[src/pkg/prs_pkg.sv]
package prs_pkg;

    // timing base
    localparam int CLK_HZ = 40_000_000;
    localparam int REF_CLK_HZ = 125_000_000;
    localparam int MS_PER_S = 1000;

    // phy reset hold and quiet interval, in milliseconds
    localparam int PHY_RST_HOLD_MS = 10;
    localparam int PHY_QUIET_MS = 5;

    // least times round up to whole cycles
    localparam int PHY_RST_HOLD_CYCLES = (PHY_RST_HOLD_MS * CLK_HZ + MS_PER_S - 1) / MS_PER_S;
    localparam int PHY_QUIET_CYCLES = (PHY_QUIET_MS * CLK_HZ + MS_PER_S - 1) / MS_PER_S;

    // phy reset pin levels and idle levels of the transmit pins
    localparam logic PHY_RST_N_ACTIVE = 1'h0;
    localparam logic PHY_RST_N_RELEASED = 1'h1;
    localparam logic [3:0] NIBBLE_IDLE = 4'h0;
    localparam logic [7:0] BYTE_IDLE = 8'h0;
    localparam logic PIN_IDLE = 1'h0;

    // status levels and reset values
    localparam logic PHY_NOT_READY = 1'h0;
    localparam logic PHY_IS_READY = 1'h1;
    localparam logic STRAP_RESET = 1'h0;
    localparam logic STRAP_TIE_HIGH = 1'h1;

    // phy interface kinds
    typedef enum logic [1:0] {
        PRS_IF_MII,
        PRS_IF_GMII,
        PRS_IF_RGMII,
        PRS_IF_SERIAL
    } prs_if_kind_t;

    // line speeds
    typedef enum logic [1:0] {
        PRS_SPEED_10,
        PRS_SPEED_100,
        PRS_SPEED_1000
    } prs_speed_t;

    typedef struct packed {
        logic [3:0] txd;
        logic tx_en;
        logic nibble_tx_error_out;
    } prs_nibble_tx_t;

    typedef struct packed {
        logic [7:0] txd;
        logic tx_en;
        logic byte_tx_error_out;
        logic gtx_clk;
    } prs_byte_tx_t;

    typedef struct packed {
        logic [3:0] txd;
        logic tx_ctl;
        logic txc;
    } prs_ddr_tx_t;

    typedef struct packed {
        logic txp;
        logic txn;
    } prs_serial_tx_t;

    typedef struct packed {
        prs_nibble_tx_t nibble;
        prs_byte_tx_t bytes;
        prs_ddr_tx_t ddr;
        prs_serial_tx_t serial;
    } prs_tx_pins_t;

    localparam prs_tx_pins_t TX_PINS_IDLE = '{
        nibble: '{txd: NIBBLE_IDLE, tx_en: PIN_IDLE, nibble_tx_error_out: PIN_IDLE},
        bytes: '{txd: BYTE_IDLE, tx_en: PIN_IDLE, byte_tx_error_out: PIN_IDLE, gtx_clk: PIN_IDLE},
        ddr: '{txd: NIBBLE_IDLE, tx_ctl: PIN_IDLE, txc: PIN_IDLE},
        serial: '{txp: PIN_IDLE, txn: PIN_IDLE}
    };

endpackage

[src/prs_tx_idle.sv]
`timescale 1ns/1ps

module prs_tx_idle
    import prs_pkg::*;
(
    // clock and reset
    input wire logic clk,
    input wire logic srst,
    // force idle levels
    input wire logic hold_idle,
    // transmit values from the mac side
    input wire prs_tx_pins_t tx_in,
    // registered transmit pins
    output prs_tx_pins_t tx_out
);

    prs_tx_pins_t tx_r;
    prs_tx_pins_t tx_nxt;

    always_comb
    begin
        if (hold_idle)
        begin
            tx_nxt = TX_PINS_IDLE;
        end
        else
        begin
            tx_nxt = tx_in;
        end
    end

    always_ff @(posedge clk)
    begin
        if (srst)
        begin
            tx_r <= TX_PINS_IDLE;
        end
        else
        begin
            tx_r <= tx_nxt;
        end
    end

    assign tx_out = tx_r;

endmodule

[src/prs_seq.sv]
`timescale 1ns/1ps

// Summary of operation
// - phy reset output held low 10 ms after power-up.
// - every subsystem reset reasserts phy reset and holds it 10 ms.
// - no phy management access starts within 5 ms after reset release.
// - phy reset output comes out of reset low.
// - hold and quiet intervals are timed from the 40 MHz system clock (CLK_HZ), not the reference clock.
// - nibble transmit data, enable and error idle low at reset.
// - byte transmit data, enable, error and forwarded clock idle low at reset.
// - ddr transmit data, control and clock idle low at reset.
// - serial transmit positive and negative outputs low at reset.
// - byte mode at 10/100 clocks transmit from the phy transmit clock.
module prs_seq
    import prs_pkg::*;
#(
    parameter int HOLD_CYCLES = PHY_RST_HOLD_CYCLES,
    parameter int QUIET_CYCLES = PHY_QUIET_CYCLES
)
(
    // clock and reset
    input wire logic clk,
    input wire logic srst,
    // configuration straps
    input wire prs_if_kind_t if_kind,
    input wire prs_speed_t line_speed,
    input wire logic signal_detect,
    input wire logic low_speed_clk_en,
    // management gating
    input wire logic mgmt_req,
    output logic mgmt_req_ok,
    // phy control
    output logic phy_rst_n,
    output logic phy_ready,
    // transmit clock source select
    output logic tx_clk_from_phy,
    // strap status
    output logic tx_slot_enable,
    output logic optical_signal_lost,
    // transmit path
    input wire prs_tx_pins_t tx_in,
    output prs_tx_pins_t tx_out
);

    localparam int CNT_MAX = (HOLD_CYCLES > QUIET_CYCLES) ? HOLD_CYCLES : QUIET_CYCLES;
    localparam int CNT_W = $clog2(CNT_MAX + 1);
    localparam logic [CNT_W-1:0] HOLD_LAST = CNT_W'(HOLD_CYCLES - 1);
    localparam logic [CNT_W-1:0] QUIET_LAST = CNT_W'(QUIET_CYCLES - 1);
    localparam logic [CNT_W-1:0] CNT_ZERO = '0;
    localparam logic [CNT_W-1:0] CNT_ONE = CNT_W'(1);

    typedef enum logic [1:0] {
        ST_HOLD,
        ST_QUIET,
        ST_READY
    } prs_state_t;

    // low-speed byte mode decode, used for clock select and enable
    function automatic logic is_byte_low_speed(input prs_if_kind_t kind, input prs_speed_t spd);
        is_byte_low_speed = (kind == PRS_IF_GMII) && (spd != PRS_SPEED_1000);
    endfunction

    // serial link kind, where loss of light means something
    function automatic logic is_serial_link(input prs_if_kind_t kind);
        is_serial_link = (kind == PRS_IF_SERIAL);
    endfunction

    // end of a timed interval, shared by hold and quiet
    function automatic logic count_done(input logic [CNT_W-1:0] cnt, input logic [CNT_W-1:0] last);
        count_done = (cnt == last);
    endfunction

    // sequencer state
    prs_state_t state_r;
    prs_state_t state_nxt;
    logic [CNT_W-1:0] cnt_r;
    logic [CNT_W-1:0] cnt_nxt;
    logic phy_rst_n_r;
    logic phy_rst_n_nxt;
    logic ready_r;
    logic ready_nxt;

    always_comb
    begin
        state_nxt = state_r;
        cnt_nxt = cnt_r;
        phy_rst_n_nxt = phy_rst_n_r;
        ready_nxt = ready_r;
        case (state_r)
            // phy held in reset for the hold interval
            ST_HOLD:
            begin
                phy_rst_n_nxt = PHY_RST_N_ACTIVE;
                ready_nxt = PHY_NOT_READY;
                if (count_done(cnt_r, HOLD_LAST))
                begin
                    state_nxt = ST_QUIET;
                    cnt_nxt = CNT_ZERO;
                    phy_rst_n_nxt = PHY_RST_N_RELEASED;
                end
                else
                begin
                    cnt_nxt = cnt_r + CNT_ONE;
                end
            end
            // phy released, accesses still refused
            ST_QUIET:
            begin
                phy_rst_n_nxt = PHY_RST_N_RELEASED;
                ready_nxt = PHY_NOT_READY;
                if (count_done(cnt_r, QUIET_LAST))
                begin
                    state_nxt = ST_READY;
                    cnt_nxt = CNT_ZERO;
                    ready_nxt = PHY_IS_READY;
                end
                else
                begin
                    cnt_nxt = cnt_r + CNT_ONE;
                end
            end
            // phy usable until the next subsystem reset
            ST_READY:
            begin
                cnt_nxt = CNT_ZERO;
                ready_nxt = PHY_IS_READY;
                phy_rst_n_nxt = PHY_RST_N_RELEASED;
            end
            default:
            begin
                state_nxt = ST_HOLD;
                cnt_nxt = CNT_ZERO;
                phy_rst_n_nxt = PHY_RST_N_ACTIVE;
                ready_nxt = PHY_NOT_READY;
            end
        endcase
    end

    always_ff @(posedge clk)
    begin
        if (srst)
        begin
            state_r <= ST_HOLD;
            cnt_r <= CNT_ZERO;
            phy_rst_n_r <= PHY_RST_N_ACTIVE;
            ready_r <= PHY_NOT_READY;
        end
        else
        begin
            state_r <= state_nxt;
            cnt_r <= cnt_nxt;
            phy_rst_n_r <= phy_rst_n_nxt;
            ready_r <= ready_nxt;
        end
    end

    assign phy_rst_n = phy_rst_n_r;
    assign phy_ready = ready_r;
    // management requests pass only once the phy is ready
    assign mgmt_req_ok = mgmt_req & ready_r;

    // clock source and strap state
    logic clk_from_phy_r;
    logic clk_from_phy_nxt;
    logic slot_en_r;
    logic slot_en_nxt;
    logic sig_lost_r;
    logic sig_lost_nxt;
    logic byte_low_speed;

    assign byte_low_speed = is_byte_low_speed(if_kind, line_speed);

    always_comb
    begin
        clk_from_phy_nxt = byte_low_speed;
        // pcs enable matters only in low-speed byte mode, strap high otherwise
        if (byte_low_speed)
        begin
            slot_en_nxt = low_speed_clk_en;
        end
        else
        begin
            slot_en_nxt = STRAP_TIE_HIGH;
        end
        // loss of light only counts on the serial link
        sig_lost_nxt = is_serial_link(if_kind) && !signal_detect;
    end

    // straps follow their pins one cycle late
    always_ff @(posedge clk)
    begin
        if (srst)
        begin
            clk_from_phy_r <= STRAP_RESET;
            slot_en_r <= STRAP_RESET;
            sig_lost_r <= STRAP_RESET;
        end
        else
        begin
            clk_from_phy_r <= clk_from_phy_nxt;
            slot_en_r <= slot_en_nxt;
            sig_lost_r <= sig_lost_nxt;
        end
    end

    assign tx_clk_from_phy = clk_from_phy_r;
    assign tx_slot_enable = slot_en_r;
    assign optical_signal_lost = sig_lost_r;

    // transmit pins idle while the phy is held in reset
    logic tx_hold;

    assign tx_hold = (state_r == ST_HOLD);

    prs_tx_idle u_tx_idle (
        .clk(clk),
        .srst(srst),
        .hold_idle(tx_hold),
        .tx_in(tx_in),
        .tx_out(tx_out)
    );

endmodule

[config.mk]
export PLATFORM = sky130hd
export DESIGN_NAME = prs_seq
export DESIGN_NICKNAME = d
export VERILOG_FILES = /design/src/pkg/prs_pkg.sv /design/src/prs_tx_idle.sv /design/src/prs_seq.sv
export SDC_FILE = /design/constraint.sdc
export NUM_CORES = 1
export LEC_CHECK = 0
export BUFFER_PORTS_ARGS = -buffer_cell sky130_fd_sc_hd__buf_4
export CAP_MARGIN = 20
export CORE_ASPECT_RATIO = 2
export CORE_MARGIN = 10
export CORE_UTILIZATION = 27
export DETAILED_ROUTE_END_ITERATION = 16
export SLEW_MARGIN = 10
export SYNTH_ARGS = -nofsm -noshare
export SYNTH_HDL_FRONTEND = slang
export SYNTH_SLANG_ARGS = --single-unit
[constraint.sdc]
create_clock -name clk -period 2.5 [get_ports clk]
set_input_delay 0.25 -clock clk [delete_from_list [all_inputs] [get_ports clk]]
set_output_delay 0.25 -clock clk [all_outputs]
set_load 0.05 [all_outputs]
; ---- After elaboration in Yosys (flattened, before gate mapping)
; Index checks and enable logic that the tools add are counted.
; Widths: inputs -> output; s select.
[op_classes]
bitwise = 2
reduce_logical = 7
muxes = 11
n_eq_ne = 9
n_addsub = 1
[ops]
columns = op, count
row1 = $mux 19, 2
row2 = $pmux 19 s2, 1
row3 = $add 19x1->19 const B, 1
row4 = $eq 19x18->1 const B, 1
row5 = $eq 19x19->1 const B, 1
row6 = $pmux 2 s3, 1
row7 = $eq 2x1->1 const B, 2
row8 = $eq 2x2->1 const B, 2
row9 = $mux 2, 2
row10 = $ne 2x2->1 const B, 2
row11 = $pmux 1 s2, 2
row12 = $reduce_or 2->1, 2
row13 = $mux 1, 3
row14 = $reduce_and 3->1, 1
row15 = $logic_and 1x1->1, 2
row16 = $logic_not 2->1, 1
row17 = $ne 2x1->1 const B, 1
row18 = $and 1x1->1, 1
row19 = $logic_not 1->1, 1
row20 = $not 1->1, 1
[word_totals]
register_bits = 51
input_bits = 34
wordCells = 49

; ---- Depth between registers and ports, before layout
; Gate-level depths: netlist of run 1.
[logic_depth]
ltp_word = 3
ltp_mapped = 7

; ---- By module
; A second synthesis of run 1 with hierarchy kept.
[unflattened]
cells_unflattened = 186
area_unflattened_um2 = 2062.0
[by_module_without_submodules]
columns = module, area_per_inst_um2, cells_each, seq_area_each_um2, instances
row1 = prs_seq, 1202.4, 130, 520.5, 1
row2 = prs_tx_idle, 859.6, 56, 500.5, 1

; ---- Worst setup path before layout of run 1
; Ideal clock, no wire load.
[synth_timing]
path_type = flip-flop to flip-flop
start = register cnt_r[9]
end = register cnt_r[13]
path_buffers = 1
stages_incl_launch_ff = 7
t_required_ps = 2386
path_slack_ps = 740
arrival_time_ps = 1645
period_less_slack_ps = 1760
path_cell_list = dfxtp_1 > or4_1 > nor2_2 > a31oi_2 > o21ai_2 > buf_6 > nor2_1
[synth_between]
elab_chain_cells = 3
word_cells_on_any_way = 6
cone_classes = 1 x add/sub / 2 x eq/ne / 3 x mux
[synth_rtl]
columns = element, line_no
row1 = from (decl), prs_seq.sv:76  ; logic [CNT_W-1:0] cnt_r;
row2 = from (signal assigned), prs_seq.sv:151  ; cnt_r <= cnt_nxt;
row3 = $add 19x1->19 (tied with other cells), "prs_seq.sv:103, prs_seq.sv:119"
row4 = "$mux 19, on equally long branches", "prs_seq.sv:111, prs_seq.sv:95"
row5 = $pmux 19 s2 *, prs_seq.sv:89  ; case (state_r)
; Mark *: on every way between the ends. The rest lies on a longest branch, timed or not.
; A chain may end at the register's enable or synchronous reset.

; ---- Worst setup path in the final report of run 1
[layout_timing]
start = register cnt_r[0]
end = register state_r[1]
[layout_between]
elab_chain_cells = 3
word_cells_on_any_way = 5
cone_classes = 4 x eq/ne / 1 x reduce/logical
[layout_rtl]
columns = element, line_no
row1 = $eq 19x18->1 / $eq 19x19->1 (equally long branches), prs_seq.sv:70  ; count_done = (cnt == last);
row2 = $ne 2x2->1 (no source line) / $ne 2x1->1 (equally long branches), n/a
row3 = $reduce_and 3->1 (no source line) *, n/a
row4 = to (signal assigned), prs_seq.sv:150  ; state_r <= state_nxt;
row5 = to (decl), prs_seq.sv:74  ; prs_state_t state_r;
; Marks and branches as above.

==> results of run 1 <==
==> final timing paths <==
| check | startpoint | endpoint | slack, ns | cells past startpoint |
|---|---|---|---|---|
| hold / removal | signal_detect | optical_signal_lost | 0.11 | 2 |
| setup / recovery | cnt_r[0] | state_r[1] | 0.56 | 6 |
| hold reg to reg | cnt_r[0] | cnt_r[0] | 0.47 | 1 |
| setup reg to reg | cnt_r[0] | state_r[1] | 0.56 | 6 |
==> worst max-delay path: cells and delay by family (launching register included) <==
kind	cells	cell delay (ns)
flops	1	0.37
fa+ha+maj	1	0.20
simple gates	2	0.46
compound gates	3	0.78
==> logic make-up (layout without fill, tap and decap cells) <==
logic type / count (synthesis) / in the layout / share of synthesized area (%)
flops: 51 / 51 / 55.2
compound gates: 11 / 11 / 5.15
xor+xnor: 16 / 16 / 7.58
fa+ha+maj: 5 / 5 / 3.39
buf+inv: 13 / 83 / 3.05
simple gates: 86 / 86 / 25.6
==> layer usage <==
metal / up-vias / part of all wire, % / global-route usage, %
li1: 742 / - / -
met1: 656 / 36 / 8.02
met2: 39 / 57 / 17.1
met3: 7 / 6.1 / 3.15
met4: 0 / 1.6 / 3.31
met5: - / 0 / 0
==> registers in the layout, summed over array words and instances, names as in the netlist <==
register	cells
tx_clk_from_phy	1
u_tx_idle.tx_out	25
phy_rst_n	1
cnt_r	19
optical_signal_lost	1
phy_ready	1
state_r	2
tx_slot_enable	1
==> synth_stat cells <==
| cell | instances | area, sq um |
|---|---|---|
| sky130_fd_sc_hd__and2_1 | 26 | 163 |
| sky130_fd_sc_hd__or4_1 | 1 | 7.51 |
| sky130_fd_sc_hd__and4_1 | 1 | 8.76 |
| sky130_fd_sc_hd__nor3_1 | 4 | 20.0 |
| sky130_fd_sc_hd__xor2_1 | 12 | 105 |
| sky130_fd_sc_hd__nor2_2 | 1 | 6.26 |
| sky130_fd_sc_hd__a41o_1 | 1 | 10.0 |
| sky130_fd_sc_hd__ha_1 | 5 | 62.6 |
| sky130_fd_sc_hd__nor2_1 | 25 | 93.8 |
| sky130_fd_sc_hd__a41oi_1 | 1 | 8.76 |
| sky130_fd_sc_hd__nor4_4 | 1 | 21.3 |
| sky130_fd_sc_hd__nand4b_1 | 1 | 8.76 |
| sky130_fd_sc_hd__nand4_1 | 6 | 37.5 |
| sky130_fd_sc_hd__and3_1 | 3 | 18.8 |
| sky130_fd_sc_hd__a21oi_1 | 1 | 5.00 |
| sky130_fd_sc_hd__nor4bb_1 | 1 | 10.0 |
| sky130_fd_sc_hd__or3_1 | 1 | 6.26 |
| sky130_fd_sc_hd__a31oi_2 | 1 | 12.5 |
| sky130_fd_sc_hd__nand3_1 | 8 | 40.0 |
| sky130_fd_sc_hd__xnor2_1 | 4 | 35.0 |
| sky130_fd_sc_hd__o21ba_2 | 1 | 10.0 |
| sky130_fd_sc_hd__nand2_1 | 5 | 18.8 |
| sky130_fd_sc_hd__o31ai_1 | 2 | 15.0 |
| sky130_fd_sc_hd__o311a_1 | 1 | 10.0 |
| sky130_fd_sc_hd__inv_1 | 9 | 33.8 |
| sky130_fd_sc_hd__dfxtp_1 | 51 | 1020 |
| sky130_fd_sc_hd__buf_6 | 1 | 11.3 |
| sky130_fd_sc_hd__o21ai_2 | 1 | 8.76 |
| sky130_fd_sc_hd__nor4_1 | 1 | 6.26 |
| sky130_fd_sc_hd__a31oi_1 | 1 | 6.26 |
| sky130_fd_sc_hd__o311ai_0 | 1 | 8.76 |
| sky130_fd_sc_hd__clkbuf_1 | 3 | 11.3 |
| sky130_fd_sc_hd__nand2b_1 | 1 | 6.26 |
==> power by group through the flow <==
stage	Combinational (mW)	Sequential (mW)	Clock [mW]
after floorplan	0.0155	0.848	0
final	0.0683	0.823	0.868
after global placement	0.0687	0.841	0
after detailed placement	0.0693	0.842	0
after CTS	0.0698	0.823	0.888
after global routing	0.0745	0.823	0.933
==> through the flow <==
step / cell area [sq um] / utilization (%) / power, mW / setup slack [ns] / cells
after floorplan: 1850 / - / 0.864 / 0.740 / 182
after global placement: 2430 / 36.7 / 0.910 / 0.688 / 332
after detailed placement: 2430 / 36.7 / 0.911 / 0.619 / 332
after CTS: 2620 / 39.6 / 1.78 / 0.598 / 340
after global routing: 2620 / 39.6 / 1.83 / 0.365 / 340
final: 2620 / 39.6 / 1.76 / 0.562 / 340
==> placed cells by master (no fill, tap or decap), types with 2 or more instances in the layout <==
cell type,netlist,routed
sky130_fd_sc_hd__o31ai_1,2,2
sky130_fd_sc_hd__nor3_1,4,4
sky130_fd_sc_hd__nand2_1,5,5
sky130_fd_sc_hd__clkbuf_16,0,5
sky130_fd_sc_hd__xnor2_1,4,4
sky130_fd_sc_hd__and3_1,3,3
sky130_fd_sc_hd__inv_1,9,9
sky130_fd_sc_hd__nor2_1,25,25
sky130_fd_sc_hd__bufinv_16,0,2
sky130_fd_sc_hd__nand3_1,8,8
sky130_fd_sc_hd__buf_4,0,66
sky130_fd_sc_hd__ha_1,5,5
sky130_fd_sc_hd__and2_1,26,26
sky130_fd_sc_hd__dfxtp_1,51,51
sky130_fd_sc_hd__xor2_1,12,12
sky130_fd_sc_hd__nand4_1,6,6
==> final cells by class <==
class | count | area share [%]
sequential | 51 | 38.9
multi-input combinational | 118 | 29.4
timing repair buffer | 66 | 18.9
clock buffer | 5 | 4.77
tap | 88 | 4.20
clock inverter | 3 | 2.58
inverter | 9 | 1.29
==> results.md, run 1 <==
Yosys:
- The Yosys warning count is 0.
- The average instance in the mapped netlist occupies 10.2 sq um.
- Synthesis handed over a netlist of 182 instances.
- The count of distinct cell types in the synthesized netlist is 33.
- Counting flops and latches in the post-synthesis netlist gives 51.
- After synthesis, flip-flops and latches occupy 55.2% of the total area.
- When the netlist entered floorplanning its net count stood at 221.
- After synthesis the cells add up to 1850 sq um.

Clock tree:
- The CTS tree is done.
- After clock tree synthesis, the flow added hold-fix buffers numbering 0.
- The root buffer cell chosen for the clock tree is sky130_fd_sc_hd__clkbuf_16.
- The total number of H-tree levels is 2.
- Post-CTS repair changed the size of 0 cells.
- The clock drives 51 sinks.
- The maximum count of clock buffers along a single path is 2.
- The clock transition time at the flip-flop clock pins of the worst setup and hold paths is 0.07 ns.
- The number of setup buffers added after CTS is 0.
- At the later pin of the worst-skew pair, clock insertion delay measures 0.29 ns.
- TritonCTS created 5 clock buffers.

Power:
- The fraction of power spent switching nets is 18.5%.
- The combinational group share of total power is 3.9%.
- The leakage power is 1.16 nW.
- The clock network is responsible for 49.3% of the overall power.
- The maximum vdd ir drop is 0.266 mV.
- Dividing total power by cell area gives a power density of 671 nW/um^2.
- The cell internal power dissipation is 1.43 mW.
- Summed over all nets, the switching power comes to 326 uW.
- Sequential cells burn 46.8% of the power.

STA:
- The number of pins with negative max-slew slack in the final report is 0.
- On the final layout, the worst clock skew is 0.00270 ns.
- The worst path in the final design needs a cycle of 1.94 ns, including I/O delays and setup.
- The final-report hold violation count is 0.
- The slew of the pin with the lowest slew margin is 0.542 ns.
- Setup repair after global routing left no endpoint under its margin.
- The share of the cycle needed by the critical path after routing is 77.5%.
- The final worst hold slack is 0.112 ns.
- The sum of negative setup slack is 0 ns.
- Derived from the worst setup path, the maximum achievable clock frequency is 516 MHz.
- The number of endpoints failing setup at the final stage is 0.
- Measured against its own limit, the worst slew margin works out to 63.6%.

Route:
- The violation count after the first detailed-routing iteration is 52.
- Dividing the detail-routed wire length by the instance count gives 13.3 microns.
- The total number of vias is 1,444.
- The via density per instance is 4.25.
- The detailed-router iteration count before antenna repair is 4.
- After detailed routing, the number of remaining DRC violations is 0.
- The post-detailed-route count of antenna-violating nets is 0.
- The total detailed-routing wirelength is 4.53 mm.

Global route:
- The first-pass GRT wire length is 7.48 mm.
- The initial antenna violation count came to 0.
- The number of global-route vias before repair was 1,467.
- Global routing consumed, over all layers together, 8.83% of the routing resources.
- The global route total overflow is 0.
- Entering global routing, the biggest net connects 26 pins.

Place:
- The number of port buffers is 64.
- The routability congestion estimate is 0.777.
- Once detailed placement completed, the half-perimeter wirelength came to 3.64 mm.

Cells and area:
- The final net count is 290.
- Fill cells in the final layout number 702.
- Summing all multi-input logic gate instances after layout gives 771 sq um.
- In the final layout, the share of cells above drive strength 1 is 31.3%.
- The area growth from synthesis to layout is 42.0%.
- The repair_antennas step left the layout with diodes totalling 0.
- Across the whole layout, storage elements account for 1020 sq um.

Worst setup path:
- In this run the worst path has a maximum fanout of 5.
- Traced cell by cell, the critical path runs through ha_1 -> nand3_1 -> nor2_1 -> a41oi_1 -> o311ai_0 -> o31ai_1.
- At the worst endpoint, the arrival time is 2.09 ns.
- The worst path required time is 2.66 ns.
- In this design, the stage delay of the slowest critical-path cell is 0.42 ns.
- The category of the worst setup path capture point is a flip-flop.
- The worst setup path is of the flip-flop to flip-flop kind.
- The element type at the critical path start is a flip-flop.
- The slowest stage of the critical path is the sky130_fd_sc_hd__o311ai_0 cell.

Run status:
- The run finished with clean final reports.

Die:
- The initial utilization of the core area, before any placement, comes to 27.9%.
- The overall die area is 10,800 sq um.
- The height of the chip is 137 microns.
- The site row count is 42.
- The die is 78.5 microns wide.
- The number of top-level pins is 65.
- The core region is 6620 sq um.

Min path:
- The class of the worst hold path is input pin to flip-flop.

Job:
- Max-cap violations in this run came to 0.
Note: power is estimated with default switching activity, not from simulation.
==> run 2: changes to the inputs <==
Clock period 2.5 ns to 1.95 ns, I/O delays scaled along.
==> run 2 against run 1 <==
  * Clock skew increased by 0.00094 ns
  * Register-to-register slack got worse by 0.48 ns
  * Critical endpoint unchanged
  * Critical path depth decreased by 1
  * Core utilization increased by 0.62 points
  * Setup slack got worse by 0.48 ns
  * Clock power increased by 14%
  * Sequential power increased by 29%
  * Sequential cell count unchanged
  * Clock-buffer cell count increased by 1
==> results.md, run 2 (synthesis results as in run 1) <==
Worst setup path:
- At the worst endpoint, the required time is 2.14 ns.
- The family with the most delay on the worst path is simple AND/OR/NAND/NOR gates.
- The critical path is of the flip-flop to flip-flop type.
- The critical path goes through or4_1 -> nor2_2 -> a31oi_2 -> or3_1 -> o31ai_1.
- The largest stage delay on the critical path is 0.53 ns.
- The arrival time of the worst setup path is 2.05 ns.
- The worst-case register-to-register setup slack is 0.08 ns.
- The critical path's slowest cell is sky130_fd_sc_hd__or4_1.
- The worst setup path is launched from a flip-flop.
- The category of the worst setup path capture point is a flip-flop.
- The number of buffers and inverters on the critical path is 0.
- Of all nets on the critical path, the largest fanout is 6.

Power:
- The share of total power dissipated in combinational logic is 4.2%.
- The share of total power dissipated in the clock network is 46.3%.
- The switching power is 391 uW.
- The power per standard cell area is 801 nW/um^2.
- The fraction of power spent switching nets is 18.3%.
- The analysis attributes to cell leakage a power of 1.19 nW.
- The cell internal power dissipation is 1.74 mW.
- Sequential cells account for 49.5% of the total power.
- IR analysis of the VDD net gives a maximum drop of 0.309 mV.
- The overall power after layout is 2.13 mW.

Die:
- After floorplanning, the core was divided into 42 placement rows.
- The initial standard-cell utilization of the core is 27.9%.
- The die covers 10,800 sq um.
- 65 I/O pins were placed.
- The core region is 6620 sq um.
- The die is 137 microns tall.
- The width of the chip is 78.5 microns.

STA:
- The share of the cycle needed by the critical path after routing is 95.7%.
- The final-report hold violation count is 0.
- Adding up every negative setup slack in the final design gives 0 ns.
- The number of pins with negative max-slew slack in the final report is 0.
- Setup repair after global routing left no endpoint under its margin.
- Setup violations remaining at the end of the flow were counted as 0.
- The clock tree skew after final layout is 0.00364 ns.
- The tightest slew margin relative to the limit is 65.6%.
- The slew of the pin with the lowest slew margin is 0.511 ns.
- The fmax is 536 MHz.
- Subtracting the final worst setup slack from the clock period gives 1.87 ns.

Global route:
- For this run, the total global-route usage over all layers was measured as 8.46%.
- Entering global routing, the biggest net connects 26 pins.
- The first-pass GRT wire length is 7.20 mm.
- The initial antenna violation count came to 0.
- The number of global-route vias before repair is 1,484.
- After global routing the overflow that remains totals 0.

Clock tree:
- The total number of clock tree sinks is 51.
- The cell sitting at the root of the clock tree is a sky130_fd_sc_hd__clkbuf_16.
- Counting along the longest clock path gives a buffer depth of 2.
- The CTS tree is done.
- The clock transition time at the flip-flop clock pins of the worst setup and hold paths is 0.06 ns.
- In this run, post-CTS hold repair placed 0 buffers.
- The clock buffer count from CTS is 5.
- The later pin in the worst-skew pair is clocked with a latency of 0.28 ns.
- The H-tree was split into 2 levels.

Min path:
- The class of the worst hold path is input pin to flip-flop.

Route:
- The violation count after the first detailed-routing iteration is 40.
- The via density per instance is 4.22.
- Summed over all layers, the routed wires come to 4.55 mm.
- The total number of vias is 1,456.
- The detailed-router iteration count before antenna repair is 4.
- After detailed routing, the number of remaining DRC violations is 0.
- In the final routed layout, each cell accounts on average for 13.2 microns.
- The count of nets left with antenna violations once routing finished came out at 0.

Cells and area:
- Registers take 1020 sq um.
- Summing all multi-input logic gate instances after layout gives 781 sq um.
- Cells with a size suffix above 1 make up 33.9% of the layout.
- The leading cell type in the layout, fill and taps excluded is sky130_fd_sc_hd__buf_4.
- The number of flip-flops in the largest register is 25.
- The net count of the finished layout is 295.
- The top cell types in the final layout, fill and taps aside, are sky130_fd_sc_hd__buf_4 (70), sky130_fd_sc_hd__dfxtp_1 (51), sky130_fd_sc_hd__and2_1 (26).
- The count of filler cells inserted in the layout is 690.
- The final design utilization is 40.2%.
- Relative to the synthesized area, the layout overhead comes to 44.2%.
- The number of diodes is 0.

Place:
- The routability congestion estimate is 0.764.
- During placement, the flow inserted port buffers numbering 64.
- Detailed placement finished with a half-perimeter wire length of 3.69 mm.

Run status:
- The run finished with clean final reports.

Job:
- The number of max-capacitance violations reported is 0.
## run 2: changes by cell type in the layout (fill, tap and decap cells not counted), sizes merged
cell	delta
clkinv	+1
buf	+5
clkinvlp	-1
clkbuf	+1
bufinv	-1
## run 2: path summary, 6_finish.rpt
| path | start | end | depth (start not counted) |
|---|---|---|---|
| worst min register to register | cnt_r[0] | cnt_r[0] | 1 |
| worst max register to register | cnt_r[6] | state_r[1] | 5 |
| worst min-delay path | signal_detect | optical_signal_lost | 2 |
| worst max-delay path | cnt_r[6] | state_r[1] | 5 |
## run 2: worst register-to-register path, cell delays in order (launching register included)
cell                      delay [ns]
sky130_fd_sc_hd__dfxtp_1        0.32
sky130_fd_sc_hd__or4_1          0.53
sky130_fd_sc_hd__nor2_2         0.13
sky130_fd_sc_hd__a31oi_2        0.17
sky130_fd_sc_hd__or3_1          0.40
sky130_fd_sc_hd__o31ai_1        0.22
## run 2: layer usage
layer	global-route usage, %	wire (microns)
met5	0	0
met4	3.31	76
met3	2.96	282
met2	16.8	2560
met1	7.32	1630
## run 2: what timing repair did
item	in CTS	in global routing
gates resized for setup	0	3
setup buffers	0	1
endpoints found under the setup margin	0	1
## run 2: metrics by stage
step | instances | setup WS [ns] | hold WS (ns) | instance area (sq um)
after global routing | 345 | 0.00806 | 0.0744 | 2670
after floorplan | 182 | 0.190 | 0.264 | 1850
after CTS | 344 | 0.0679 | 0.0672 | 2650
final | 345 | 0.0842 | 0.0727 | 2670
after global placement | 336 | 0.208 | 0.361 | 2470
after detailed placement | 336 | 0.0949 | 0.367 | 2470
## run 2: final cells by class
| cell class | instances | area share (%) |
|---|---|---|
| clock inverters | 2 | 1.31 |
| multi-input cells | 118 | 29.3 |
| well taps | 88 | 4.13 |
| clock buffers | 6 | 5.21 |
| flip-flops and latches | 51 | 38.3 |
| inverters | 9 | 1.27 |
| repair buffers | 71 | 20.5 |
## run 2: power by group through the flow
stage / Sequential [mW] / Combinational, mW / Clock (mW)
floorplan: 1.09 / 0.0199 / 0
global placement: 1.08 / 0.0906 / 0
detailed placement: 1.08 / 0.0918 / 0
CTS: 1.06 / 0.0921 / 1.02
global route: 1.06 / 0.0993 / 1.06
finish: 1.06 / 0.0906 / 0.988
